===== src/core/flash_lock_consts.svh =====
// constants for the global lock and software reset command block
`ifndef FLASH_LOCK_CONSTS_SVH
`define FLASH_LOCK_CONSTS_SVH
// instruction codes
`define OP_GLOBAL_LOCK    8'h7E
`define OP_GLOBAL_UNLOCK  8'h98
`define OP_RESET_ENABLE   8'h66
`define OP_RESET_DEVICE   8'h99
`define OP_BITS           4'h8
`define OP_BITS_SAT       4'h9
// timing
`define CLK_PERIOD_NS     5
`define RST_TIME_NS       30000
// register byte offsets
`define REG_CFG           8'h00
`define REG_VOL           8'h04
`define REG_STATUS        8'h08
`define REG_QUERY         8'h0C
`define REG_QRES          8'h10
// cfg fields
`define CFG_PSS           0
`define CFG_BP_LSB        1
`define CFG_TB            5
`define CFG_CMP           6
`define CFG_W             7
`define CFG_RESET         7'h00
// volatile settings fields
`define VOL_WEL           0
`define VOL_SUS           1
`define VOL_PRM_LSB       8
`define VOL_MODE_LSB      16
`define VOL_WRAP_LSB      24
`define VOL_W             27
`define VOL_RESET         27'h000_0000
// status and query result fields
`define STS_RSTEN         0
`define STS_BUSY          1
`define STS_OP_LSB        8
`define QRES_LOCK         0
`define QRES_PROT         1
`endif


===== src/core/flash_lock_pkg.sv =====
// types shared by the lock and reset command block
package flash_lock_pkg;
    typedef logic [31:0] word_t;
    typedef logic [7:0]  opcode_t;
    typedef enum logic [1:0] {
        DEV_READY     = 2'b01,
        DEV_RESETTING = 2'b10
    } dev_state_t;
endpackage


===== src/core/flash_lock_and_reset_commands.sv =====
// global lock/unlock and software reset command decoder with AHB-Lite registers
//
// Functional notes
// - opcode 7Eh sets every block and sector lock bit to one.
// - opcode 98h clears every block and sector lock bit to zero.
// - accepted reset aborts work and clears all volatile settings.
// - reset happens only when 66h is directly followed by 99h.
// - any other command after 66h drops the reset-enabled state.
// - for about 30us after reset every command is ignored.
// - lock bits come up as one after power-up or reset.
// - lock bits decide protection only when scheme select is one.
`timescale 1ns/1ps
`include "flash_lock_consts.svh"
module flash_lock_and_reset_commands #(
    parameter int LOCK_AW    = 6,
    parameter int RST_CYCLES = (`RST_TIME_NS + `CLK_PERIOD_NS - 1) / `CLK_PERIOD_NS
) (
    input  wire logic                 hclk,           // system clock
    input  wire logic                 hresetn,        // async reset, active low
    input  wire logic                 hsel,           // slave select
    input  wire logic [31:0]          haddr,          // byte address
    input  wire logic [1:0]           htrans,         // transfer type
    input  wire logic                 hwrite,         // write when high
    input  wire logic [2:0]           hsize,          // transfer size
    input  wire flash_lock_pkg::word_t hwdata,        // write data
    input  wire logic                 hready,         // bus ready in
    output logic                      hreadyout,      // slave ready
    output flash_lock_pkg::word_t     hrdata,         // read data
    output logic                      hresp,          // always okay
    input  wire logic                 spi_cs_n,       // chip select, active low
    input  wire logic                 spi_clk,        // serial clock
    input  wire logic                 serial_data_in  // serial data
);
    import flash_lock_pkg::*;

    localparam int CW = $clog2(RST_CYCLES + 1);
    localparam int P_CS = 2;
    localparam int P_CK = 1;
    localparam int P_DI = 0;

    // pin synchronisers and filters
    logic [2:0]  pin_raw;
    logic [2:0]  s1_r;
    logic [2:0]  s2_r;
    logic [2:0]  s3_r;
    logic [2:0]  pin_f_r;
    logic [2:0]  pin_d_r;
    // frame shifter
    logic [3:0]  bit_cnt_r;
    opcode_t     shreg_r;
    opcode_t     last_op_r;
    logic        rst_en_r;
    logic        rst_en_nxt;
    dev_state_t  state_r;
    dev_state_t  state_nxt;
    logic [CW-1:0] rst_cnt_r;
    // registers
    logic [`CFG_W-1:0] cfg_r;
    logic [`VOL_W-1:0] vol_r;
    logic [LOCK_AW-1:0] qidx_r;
    logic        lock_bit;
    // bus phase
    logic        wr_pend_r;
    logic        rd_pend_r;
    logic [7:0]  addr_r;

    assign pin_raw = {spi_cs_n, spi_clk, serial_data_in};

    // three flops per pin, value taken once stages two and three agree
    genvar g;
    generate
        for (g = 0; g < 3; g++) begin : g_pin
            localparam logic RV = (g == P_CS);
            always_ff @(posedge hclk or negedge hresetn) begin
                if (!hresetn) begin
                    s1_r[g]    <= RV;
                    s2_r[g]    <= RV;
                    s3_r[g]    <= RV;
                    pin_f_r[g] <= RV;
                    pin_d_r[g] <= RV;
                end else begin
                    s1_r[g] <= pin_raw[g];
                    s2_r[g] <= s1_r[g];
                    s3_r[g] <= s2_r[g];
                    if (s2_r[g] == s3_r[g]) begin
                        pin_f_r[g] <= s3_r[g];
                    end
                    pin_d_r[g] <= pin_f_r[g];
                end
            end
        end
    endgenerate

    // edges of the filtered pins
    wire cs_fall  = ~pin_f_r[P_CS] & pin_d_r[P_CS];
    wire cs_rise  = pin_f_r[P_CS] & ~pin_d_r[P_CS];
    wire clk_rise = pin_f_r[P_CK] & ~pin_d_r[P_CK] & ~pin_f_r[P_CS];

    // command decode at frame end; nothing taken while resetting
    wire dev_ready  = (state_r == DEV_READY);
    wire cmd_end    = cs_rise & (bit_cnt_r >= `OP_BITS) & dev_ready;
    wire cmd_lone   = cmd_end & (bit_cnt_r == `OP_BITS);
    wire do_lock    = cmd_lone & (shreg_r == `OP_GLOBAL_LOCK);
    wire do_unlock  = cmd_lone & (shreg_r == `OP_GLOBAL_UNLOCK);
    wire do_ren     = cmd_lone & (shreg_r == `OP_RESET_ENABLE);
    wire do_rst     = cmd_lone & (shreg_r == `OP_RESET_DEVICE) & rst_en_r;

    // serial shifter, opcode first, msb first, count saturates
    always_ff @(posedge hclk or negedge hresetn) begin
        if (!hresetn) begin
            bit_cnt_r <= 4'h0;
            shreg_r   <= 8'h00;
        end else if (cs_fall) begin
            bit_cnt_r <= 4'h0;
        end else if (clk_rise && bit_cnt_r != `OP_BITS_SAT) begin
            bit_cnt_r <= bit_cnt_r + 4'h1;
            if (bit_cnt_r < `OP_BITS) begin
                shreg_r <= {shreg_r[6:0], pin_f_r[P_DI]};
            end
        end
    end

    // reset-enabled latch
    always_comb begin
        rst_en_nxt = rst_en_r;
        if (do_rst) begin
            rst_en_nxt = 1'b0;
        end else if (do_ren) begin
            rst_en_nxt = 1'b1;
        end else if (cmd_end) begin
            rst_en_nxt = 1'b0;
        end
    end

    always_ff @(posedge hclk or negedge hresetn) begin
        if (!hresetn) begin
            rst_en_r  <= 1'b0;
            last_op_r <= 8'h00;
        end else begin
            rst_en_r <= rst_en_nxt;
            if (cmd_end) begin
                last_op_r <= shreg_r;
            end
        end
    end

    // reset recovery sequencer
    wire rst_done = (rst_cnt_r == '0);
    always_comb begin
        case (state_r)
            DEV_READY:     state_nxt = do_rst ? DEV_RESETTING : DEV_READY;
            DEV_RESETTING: state_nxt = rst_done ? DEV_READY : DEV_RESETTING;
            default:       state_nxt = DEV_READY;
        endcase
    end

    always_ff @(posedge hclk or negedge hresetn) begin
        if (!hresetn) begin
            state_r   <= DEV_READY;
            rst_cnt_r <= '0;
        end else begin
            state_r <= state_nxt;
            if (do_rst) begin
                rst_cnt_r <= CW'(RST_CYCLES - 1);
            end else if (!rst_done) begin
                rst_cnt_r <= rst_cnt_r - CW'(1);
            end
        end
    end

    // lock bit store; reset relocks everything
    lock_bit_mem #(
        .AW(LOCK_AW)
    ) u_locks (
        .clk     (hclk),
        .rst_n   (hresetn),
        .set_all (do_lock | do_rst),
        .clr_all (do_unlock),
        .rd_idx  (qidx_r),
        .rd_data (lock_bit)
    );

    // range protection from block-protect, top/bottom and complement
    wire [3:0]       bp    = cfg_r[`CFG_BP_LSB +: 4];
    wire [LOCK_AW:0] full  = (LOCK_AW + 1)'(1 << LOCK_AW);
    wire [LOCK_AW:0] span  = (bp == 4'h0) ? '0 :
                             (32'(bp) > LOCK_AW) ? full :
                             (LOCK_AW + 1)'(1 << (bp - 4'h1));
    wire [LOCK_AW:0] pos   = cfg_r[`CFG_TB] ? {1'b0, qidx_r} : {1'b0, ~qidx_r};
    wire             in_rg = (pos < span) ^ cfg_r[`CFG_CMP];
    wire             prot  = cfg_r[`CFG_PSS] ? lock_bit : in_rg;

    // bus address phase and register decode
    wire accept   = hsel & htrans[1] & hready;
    wire wr_cfg   = wr_pend_r & (addr_r == `REG_CFG);
    wire wr_vol   = wr_pend_r & (addr_r == `REG_VOL);
    wire wr_query = wr_pend_r & (addr_r == `REG_QUERY);
    wire [31:0] sts_word = {16'h0000, last_op_r, 6'h00, ~dev_ready, rst_en_r};
    wire [31:0] qres_word = {30'h0000_0000, prot, lock_bit};
    wire [31:0] rd_mux =
        (addr_r == `REG_CFG)    ? {25'h000_0000, cfg_r} :
        (addr_r == `REG_VOL)    ? {5'h00, vol_r} :
        (addr_r == `REG_STATUS) ? sts_word :
        (addr_r == `REG_QUERY)  ? {{(32 - LOCK_AW){1'b0}}, qidx_r} :
        (addr_r == `REG_QRES)   ? qres_word : 32'h0000_0000;

    // bus handshake: writes no wait, reads one wait state
    always_ff @(posedge hclk or negedge hresetn) begin
        if (!hresetn) begin
            wr_pend_r <= 1'b0;
            rd_pend_r <= 1'b0;
            addr_r    <= 8'h00;
            hreadyout <= 1'b1;
            hrdata    <= 32'h0000_0000;
            hresp     <= 1'b0;
        end else begin
            hresp     <= 1'b0;
            wr_pend_r <= accept & hwrite;
            if (accept) begin
                addr_r <= {haddr[7:2], 2'b00};
            end
            if (rd_pend_r) begin
                hrdata    <= rd_mux;
                hreadyout <= 1'b1;
                rd_pend_r <= 1'b0;
            end else if (accept && !hwrite) begin
                hreadyout <= 1'b0;
                rd_pend_r <= 1'b1;
            end
        end
    end

    // writable registers; a software reset wins over a bus write to the volatile register only
    always_ff @(posedge hclk or negedge hresetn) begin
        if (!hresetn) begin
            cfg_r  <= `CFG_RESET;
            vol_r  <= `VOL_RESET;
            qidx_r <= '0;
        end else begin
            if (wr_cfg) begin
                cfg_r <= hwdata[`CFG_W-1:0];
            end
            if (do_rst) begin
                vol_r <= `VOL_RESET;
            end else if (wr_vol) begin
                vol_r <= hwdata[`VOL_W-1:0];
            end
            if (wr_query) begin
                qidx_r <= hwdata[LOCK_AW-1:0];
            end
        end
    end
endmodule


===== src/core/lock_bit_mem.sv =====
// volatile lock bit store with global set and clear and a registered read port
`timescale 1ns/1ps
module lock_bit_mem #(
    parameter int AW = 6
) (
    input  wire logic          clk,      // system clock
    input  wire logic          rst_n,    // async reset, active low
    input  wire logic          set_all,  // set every lock bit
    input  wire logic          clr_all,  // clear every lock bit
    input  wire logic [AW-1:0] rd_idx,   // entry to read
    output logic               rd_data   // registered lock bit
);
    localparam int N = 1 << AW;
    logic [N-1:0] bits_r;

    // one flop per entry, comes up locked
    genvar i;
    generate
        for (i = 0; i < N; i++) begin : g_bit
            always_ff @(posedge clk or negedge rst_n) begin
                if (!rst_n) begin
                    bits_r[i] <= 1'b1;
                end else if (set_all) begin
                    bits_r[i] <= 1'b1;
                end else if (clr_all) begin
                    bits_r[i] <= 1'b0;
                end
            end
        end
    endgenerate

    // registered read
    always_ff @(posedge clk or negedge rst_n) begin
        if (!rst_n) begin
            rd_data <= 1'b1;
        end else begin
            rd_data <= bits_r[rd_idx];
        end
    end
endmodule


===== config.mk =====
export PLATFORM = sky130hd
export DESIGN_NAME = flash_lock_and_reset_commands
export DESIGN_NICKNAME = d
export VERILOG_FILES = /design/src/core/flash_lock_pkg.sv /design/src/core/flash_lock_and_reset_commands.sv /design/src/core/lock_bit_mem.sv
export VERILOG_INCLUDE_DIRS = /design/src /design/src/core
export SDC_FILE = /design/constraint.sdc
export NUM_CORES = 1
export LEC_CHECK = 0
export BUFFER_PORTS_ARGS = -buffer_cell sky130_fd_sc_hd__buf_2
export CELL_PAD_IN_SITES_DETAIL_PLACEMENT = 1
export CELL_PAD_IN_SITES_GLOBAL_PLACEMENT = 2
export CORE_MARGIN = 10
export CORE_UTILIZATION = 23
export CTS_CLUSTER_DIAMETER = 120
export DETAILED_ROUTE_END_ITERATION = 10
export MAX_ROUTING_LAYER = met4
export PLACE_DENSITY = 0.58
export SLEW_MARGIN = 10
export SYNTH_ARGS = -nofsm -noshare
export SYNTH_HDL_FRONTEND = slang
export SYNTH_SLANG_ARGS = --single-unit

===== constraint.sdc =====
create_clock -name hclk -period 1.8 [get_ports hclk]
set_input_delay 0 -clock hclk [delete_from_list [all_inputs] [get_ports hclk]]
set_output_delay 0 -clock hclk [all_outputs]
set_load 0.05 [all_outputs]

# After elaboration in Yosys (flattened, before gate mapping)
# Cells that the tools add are included.
# op_classes
n_addsub	3
magnitude_cmp	5
n_eq_ne	16
shift	1
mux	29
n_bitwise	26
reduce_logical	12
# op_table
cell	count
27-bit two-way mux	4
13-bit two-way mux	2
1-bit bitwise AND	18
8-bit by 7-bit equality test with 1-bit output (second input constant)	2
8-bit equality test (second input constant)	2
16-bit two-way mux	1
7-bit two-way mux	2
13-bit logical NOT	1
13-bit by 1-bit subtractor with 13-bit output (second input constant)	1
6-bit by 2-bit equality test with 1-bit output (second input constant)	2
6-bit two-way mux	2
1-bit two-way mux	11
8-bit logical NOT	1
4-bit two-way mux	2
2-bit nonzero test	4
6-bit by 7-bit less-than comparator with 1-bit output	1
6-bit by 7-bit less-than comparator with 1-bit output (second input constant)	1
1-bit by 4-bit << shifter with 7-bit output (first input constant)	1
1-bit binary-select mux with 6-bit select	1
6-bit by 1-bit equality test with 1-bit output (second input constant)	1
6-bit by 3-bit equality test with 1-bit output (second input constant)	1
2-bit two-way mux	3
6-bit inverter	1
1-bit inverter	5
other kinds (19)	22
# totals
regBits	133
elab_cells	122

# Depth between registers and ports, before layout
# depth
ltp_word	12
depth_mapped	9
ltp_nobuf	9

# Modules after synthesis
# A second synthesis with hierarchy kept.
# hier_totals
cells_unflattened	493
area_unflattened_um2	5671.7
# by_module_without_submodules
mod	instances	cells_per_inst	area_each_um2
flash_lock_and_reset_commands	1	489	5607.9
lock_bit_mem	1	4	63.8

# Least setup slack after synthesis
# No wires, ideal clock.
# synth_timing
path_kind	register to register
from	reg cfg_r[4]
to	reg hrdata[1]
setup_ns	0.094
arrival_ns	1.871
slack_ns	-0.165
stages_incl_launch_ff	9
path_buffers	0
path_cell_list	dfrtp_1 nand2b_1 or3_1 ha_1 nand3_1 a311oi_1 o31a_1 o22ai_1 a211oi_1
# synth_via
elab_chain_len	12
word_cells_on_any_way	14
# synth_rtl
element	line_no	text
start: declaration	flash_lock_and_reset_commands.sv:58	logic [`CFG_W-1:0] cfg_r;
start signal: assignment	flash_lock_and_reset_commands.sv:236	cfg_r <= `CFG_RESET;
start signal: assignment	flash_lock_and_reset_commands.sv:241	cfg_r <= hwdata[`CFG_W-1:0];
4-bit by 1-bit subtractor with 4-bit output	flash_lock_and_reset_commands.sv:188	(LOCK_AW + 1)'(1 << (bp - 4'h1));
1-bit by 4-bit << shifter with 7-bit output	flash_lock_and_reset_commands.sv:188	
7-bit two-way mux	flash_lock_and_reset_commands.sv:187	(32'(bp) > LOCK_AW) ? full :
7-bit two-way mux *	flash_lock_and_reset_commands.sv:186	wire [LOCK_AW:0] span = (bp == 4'h0) ? '0 :
6-bit by 7-bit less-than comparator with 1-bit output *	flash_lock_and_reset_commands.sv:190	wire in_rg = (pos < span) ^ cfg_r[`CFG_CMP];
1-bit bitwise XOR *	flash_lock_and_reset_commands.sv:190	
1-bit two-way mux *	flash_lock_and_reset_commands.sv:191	wire prot = cfg_r[`CFG_PSS] ? lock_bit : in_rg;
2-bit two-way mux *	flash_lock_and_reset_commands.sv:205	(addr_r == `REG_QRES) ? qres_word : 32'h0000_0000;
6-bit two-way mux *	flash_lock_and_reset_commands.sv:204	(addr_r == `REG_QUERY) ? {{(32 - LOCK_AW){1'b0}}, qidx_r} :
16-bit two-way mux *	flash_lock_and_reset_commands.sv:203	(addr_r == `REG_STATUS) ? sts_word :
27-bit two-way mux *	flash_lock_and_reset_commands.sv:202	(addr_r == `REG_VOL) ? {5'h00, vol_r} :
27-bit two-way mux *	flash_lock_and_reset_commands.sv:201	(addr_r == `REG_CFG) ? {25'h000_0000, cfg_r} :
end signal: assignment	flash_lock_and_reset_commands.sv:223	hrdata <= rd_mux;
end: declaration	flash_lock_and_reset_commands.sv:28	output flash_lock_pkg::word_t hrdata,
# Every way passes the cells marked *; elsewhere a longest branch is shown, timed or not.
# A chain may end at the register's enable or synchronous reset.

# Final worst setup path
# Ends and elaborated chain as after synthesis.

==> results.py <==
metrics = {
    "place": {
        "place_congestion": 0.784,
        "dp_hpwl_mm": 11.8,
        "io_buffer_count": 69,
    },
    "timing": {
        "setup_violations": 35,
        "fin_worst_skew_ns": 0.0157,
        "timing.final.max_slew_violations": 0,
        "timing.hold.ws_ns": 0.0177,
        "timing.final.ws_setup_ns": -0.161,
        "report.final.hold_viol_count": 0,
        "final.period_utilization": 1.09,
        "finalWorstPathRequiredPeriod_ns": 1.96,
        "achievable-frequency_ghz": 0.510,
        "rsz0062_at_grt": "yes",
    },
    "synthesis": {
        "synthDistinctLibCells": 61,
        "synth_ff_type": "sky130_fd_sc_hd__dfrtp_1",
        "ys_async_sr_fraction": 1.00,
        "netlist_instances": 524,
        "synth_warnings": 0,
        "ys_ff_latch": 128,
        "synth_area_per_cell_sq_um": 11.0,
        "synth_sequential_area_ratio": 0.559,
        "post_synth_instance_area_sq_um": 5750,
        "synth-edff-count": 0,
    },
    "route": {
        "post_dr_wirelength_cell_um": 16.7,
        "vias_per_cell": 4.40,
        "starting_drc_count_in_detailed_routing": 261,
        "dr_total_vias": 4591,
        "detail_route.first_pass.iterations": 4,
        "antenna_left": 0,
        "drc_violation_count_after_routing": 0,
        "drt_wl_total_mm": 17.4,
    },
    "worst_setup_path": {
        "critical_register_to_register_path_endpoint": "hrdata[1]$_DFFE_PN0P_",
        "critical_path_cell_by_cell": "nand2b_4, or3_4, ha_4, nand3_2, a311oi_2, o31a_1, o22ai_1, a211oi_1",
        "timing.critical_path.slowest_cell_delay_ns": 0.38,
        "r2r_setup_slack_ns": -0.16,
        "worstSetupStartpointType": "flop",
        "critical_path.endpoint_type": "flop",
        "cp_num_cells": 8,
        "timing.critical_path.to": "hrdata[1]$_DFFE_PN0P_",
        "critical_path.reg2reg.startpoint": "cfg_r[4]$_DFFE_PN0P_",
        "worstRegToRegCells": 8,
        "timing.critical_path.max_delay_family": "compound AO/OA/AOI/OAI gates",
        "cp.required_ns": 2.14,
        "path_class": "flop to flop",
        "critPathBufInv": 0,
        "cp_data_arrival_time_ns": 2.30,
        "path_max_fanout": 3,
        "crit_slowest_cell": "sky130_fd_sc_hd__dfrtp_1",
        "crit_path_start": "cfg_r[4]$_DFFE_PN0P_",
    },
    "outcome": {
        "violations": "negative setup slack",
        "status": "finished with violations",
    },
    "pwr": {
        "power_switching_share": 0.296,
        "p_per_area_nw_per_um2": 1000,
        "cellLeakagePower_uw": 0.00391,
        "power.combinational.fraction": 0.196,
        "p_clk_frac": 0.391,
        "ir_worst_vdd_v": 0.000481,
        "power.internal_uw": 6110,
        "seq_power_share": 0.414,
        "design_power_total_uw": 8680,
        "switching_power_uw": 2570,
    },
    "grt": {
        "grt.total_usage": 0.116,
        "pin_count_of_the_biggest_net_entering_global_routing": 61,
        "grt_antenna_before_repair": 0,
        "grt-ovfl-total": 0,
        "grt_first_pass_wirelength_mm": 28.2,
        "via_count_of_the_first_global_routing_pass": 5302,
    },
    "finish": {
        "layout-drive-gt1-share": 0.436,
        "antenna_cells_inserted": 0,
        "areaGrowthSynthToFinish_pct": 50.6,
        "num-fill-cells": 2676,
        "final_cell_mix": "sky130_fd_sc_hd__dfrtp_1, sky130_fd_sc_hd__nand2_1, sky130_fd_sc_hd__buf_2",
        "final_common_cell": "sky130_fd_sc_hd__dfrtp_1",
        "finish.net_count": 795,
    },
    "clock_tree": {
        "total_clock_buffers_created_by_cts": 17,
        "clk-insertion-delay-late_ns": 0.43,
        "clock_tree.htree_level_count": 4,
        "tritoncts": "yes",
        "cts_buffer_depth": 2,
        "clock_sink_count": 128,
        "clk_root_buffer_cell": "sky130_fd_sc_hd__clkbuf_16",
        "clk_pin_slew_ns": 0.07,
    },
    "die": {
        "pin_count": 111,
        "die_height_um": 178,
        "num_rows": 57,
        "initial_utilization": 0.235,
        "core-area_sq_um": 24500,
        "full_die_area_sq_um": 31700,
        "die_x_um": 178,
    },
    "hold_path": {
        "holdCritPathClass": "primary input to async pin",
    },
    "run": {
        "max-cap-violations": 0,
    },
}
==> synth_stat cells, drive strengths merged (2+ instances only) <==
| cell | n | area, sq um |
|---|---|---|
| nor2b | 5 | 31.3 |
| nor3b | 5 | 53.8 |
| nand2 | 76 | 288 |
| o22ai | 7 | 43.8 |
| buf | 18 | 125 |
| a22oi | 12 | 90.1 |
| or3 | 2 | 12.5 |
| o21ai | 16 | 80.1 |
| maj3 | 3 | 30.0 |
| a31oi | 3 | 18.8 |
| xnor2 | 15 | 131 |
| and3 | 3 | 18.8 |
| and4b | 2 | 20.0 |
| nand4b | 2 | 23.8 |
| inv | 28 | 105 |
| dfrtp | 119 | 2980 |
| nand3 | 19 | 100 |
| ha | 11 | 138 |
| mux2i | 3 | 30.0 |
| clkbuf | 11 | 42.5 |
| mux2 | 40 | 477 |
| nand2b | 6 | 37.5 |
| xor2 | 2 | 17.5 |
| or4 | 4 | 33.8 |
| nor2 | 29 | 109 |
| dfstp | 9 | 236 |
| a21oi | 40 | 200 |
| nor4 | 7 | 58.8 |
| o31ai | 2 | 15.0 |
| nor3 | 8 | 56.3 |
==> registers in the layout, summed over array words and instances, names as in the netlist <==
register / count
hreadyout: 1
pin_f_r: 3
cfg_r: 7
u_locks.rd_data: 1
rst_en_r: 1
pin_d_r: 2
hrdata: 27
rst_cnt_r: 13
rd_pend_r: 1
s1_r: 3
u_locks.bits_r: 1
shreg_r: 8
s2_r: 3
addr_r: 6
s3_r: 3
qidx_r: 6
state_r: 2
vol_r: 27
last_op_r: 8
wr_pend_r: 1
bit_cnt_r: 4
==> repair_timing <==
item,in CTS,in global routing
setup endpoints to repair,47,68
buffers inserted,15,12
pin swaps,6,37
hold buffers,38,0
resized for setup,41,79
gates cloned,2,1
endpoints found under the hold margin,171,0
==> area by class of cell <==
class,instances,area [sq um],area share
Inverter,28,105,0.0121
Sequential cell,128,3220,0.372
Clock buffer,24,502,0.0580
Timing Repair Buffer,188,1580,0.183
Clock inverter,8,77.6,0.00896
Multi-Input combinational cell,344,2770,0.320
Tap cell,324,405,0.0468
==> per-layer routing <==
| layer | track usage | share of wire |
|---|---|---|
| met1 | 0.132 | 0.43 |
| met2 | 0.197 | 0.53 |
| met4 | 0.0344 | 0.0075 |
| met5 | - | 0 |
| met3 | 0.0298 | 0.031 |
==> worst min path at each step <==
| stage | to | slack, ns | start |
|---|---|---|---|
| finish | cfg_r[5]$_DFFE_PN0P_ | 0.02 | hresetn |
| global route | qidx_r[3]$_DFFE_PN0P_ | 0.05 | hresetn |
| CTS | cfg_r[5]$_DFFE_PN0P_ | 0.01 | hresetn |
| detailed placement | cfg_r[5]$_DFFE_PN0P_ | -0.07 | hresetn |
| global placement | qidx_r[5]$_DFFE_PN0P_ | -0.08 | hresetn |
| floorplan | addr_r[2]$_DFFE_PN0P_ | -0.30 | hresetn |
==> power groups by stage <==
stage                     clock network [uW]  logic [uW]  registers (uW)
after floorplan                            0         717            3790
after global placement                     0        1440            3610
after detailed placement                   0        1470            3630
after CTS                               3500        1600            3580
after global routing                    3650        1860            3650
final                                   3390        1700            3590
==> logic make-up (layout without fill, tap and decap cells) <==
logic type,Yosys count,after routing,synth area share
DFF,128,128,0.559
buffers and inverters,57,248,0.0475
other,1,6,0.000653
AOI/OAI and AO/OA,92,92,0.0973
and+or+nand+nor,172,172,0.152
muxes,43,43,0.0882
adders and majority gates,14,14,0.0292
xor gates and xnor gates,17,17,0.0259
==> per-stage QoR <==
stage                     utilization  instance area, sq um  setup WS [ns]  std cells  TNS (ns)
after floorplan                     -                  5820        -0.0440        529    -0.382
after global placement          0.285                  6980         -0.119        952    -0.336
after detailed placement        0.285                  6980         -0.192        952     -2.29
after CTS                       0.339                  8300         -0.157       1038     -2.59
after global routing            0.354                  8650         -0.272       1044     -5.63
final                           0.354                  8650         -0.161       1044     -1.43
==> worst register-to-register path, delay by kind of cell (launching register included) <==
kind / cells / cell delay [ns]
adders and majority gates: 1 / 0.27
AOI/OAI and AO/OA: 4 / 0.66
and+or+nand+nor: 3 / 0.56
DFF: 1 / 0.38
No activity file was read; power rests on OpenSTA's default activity.
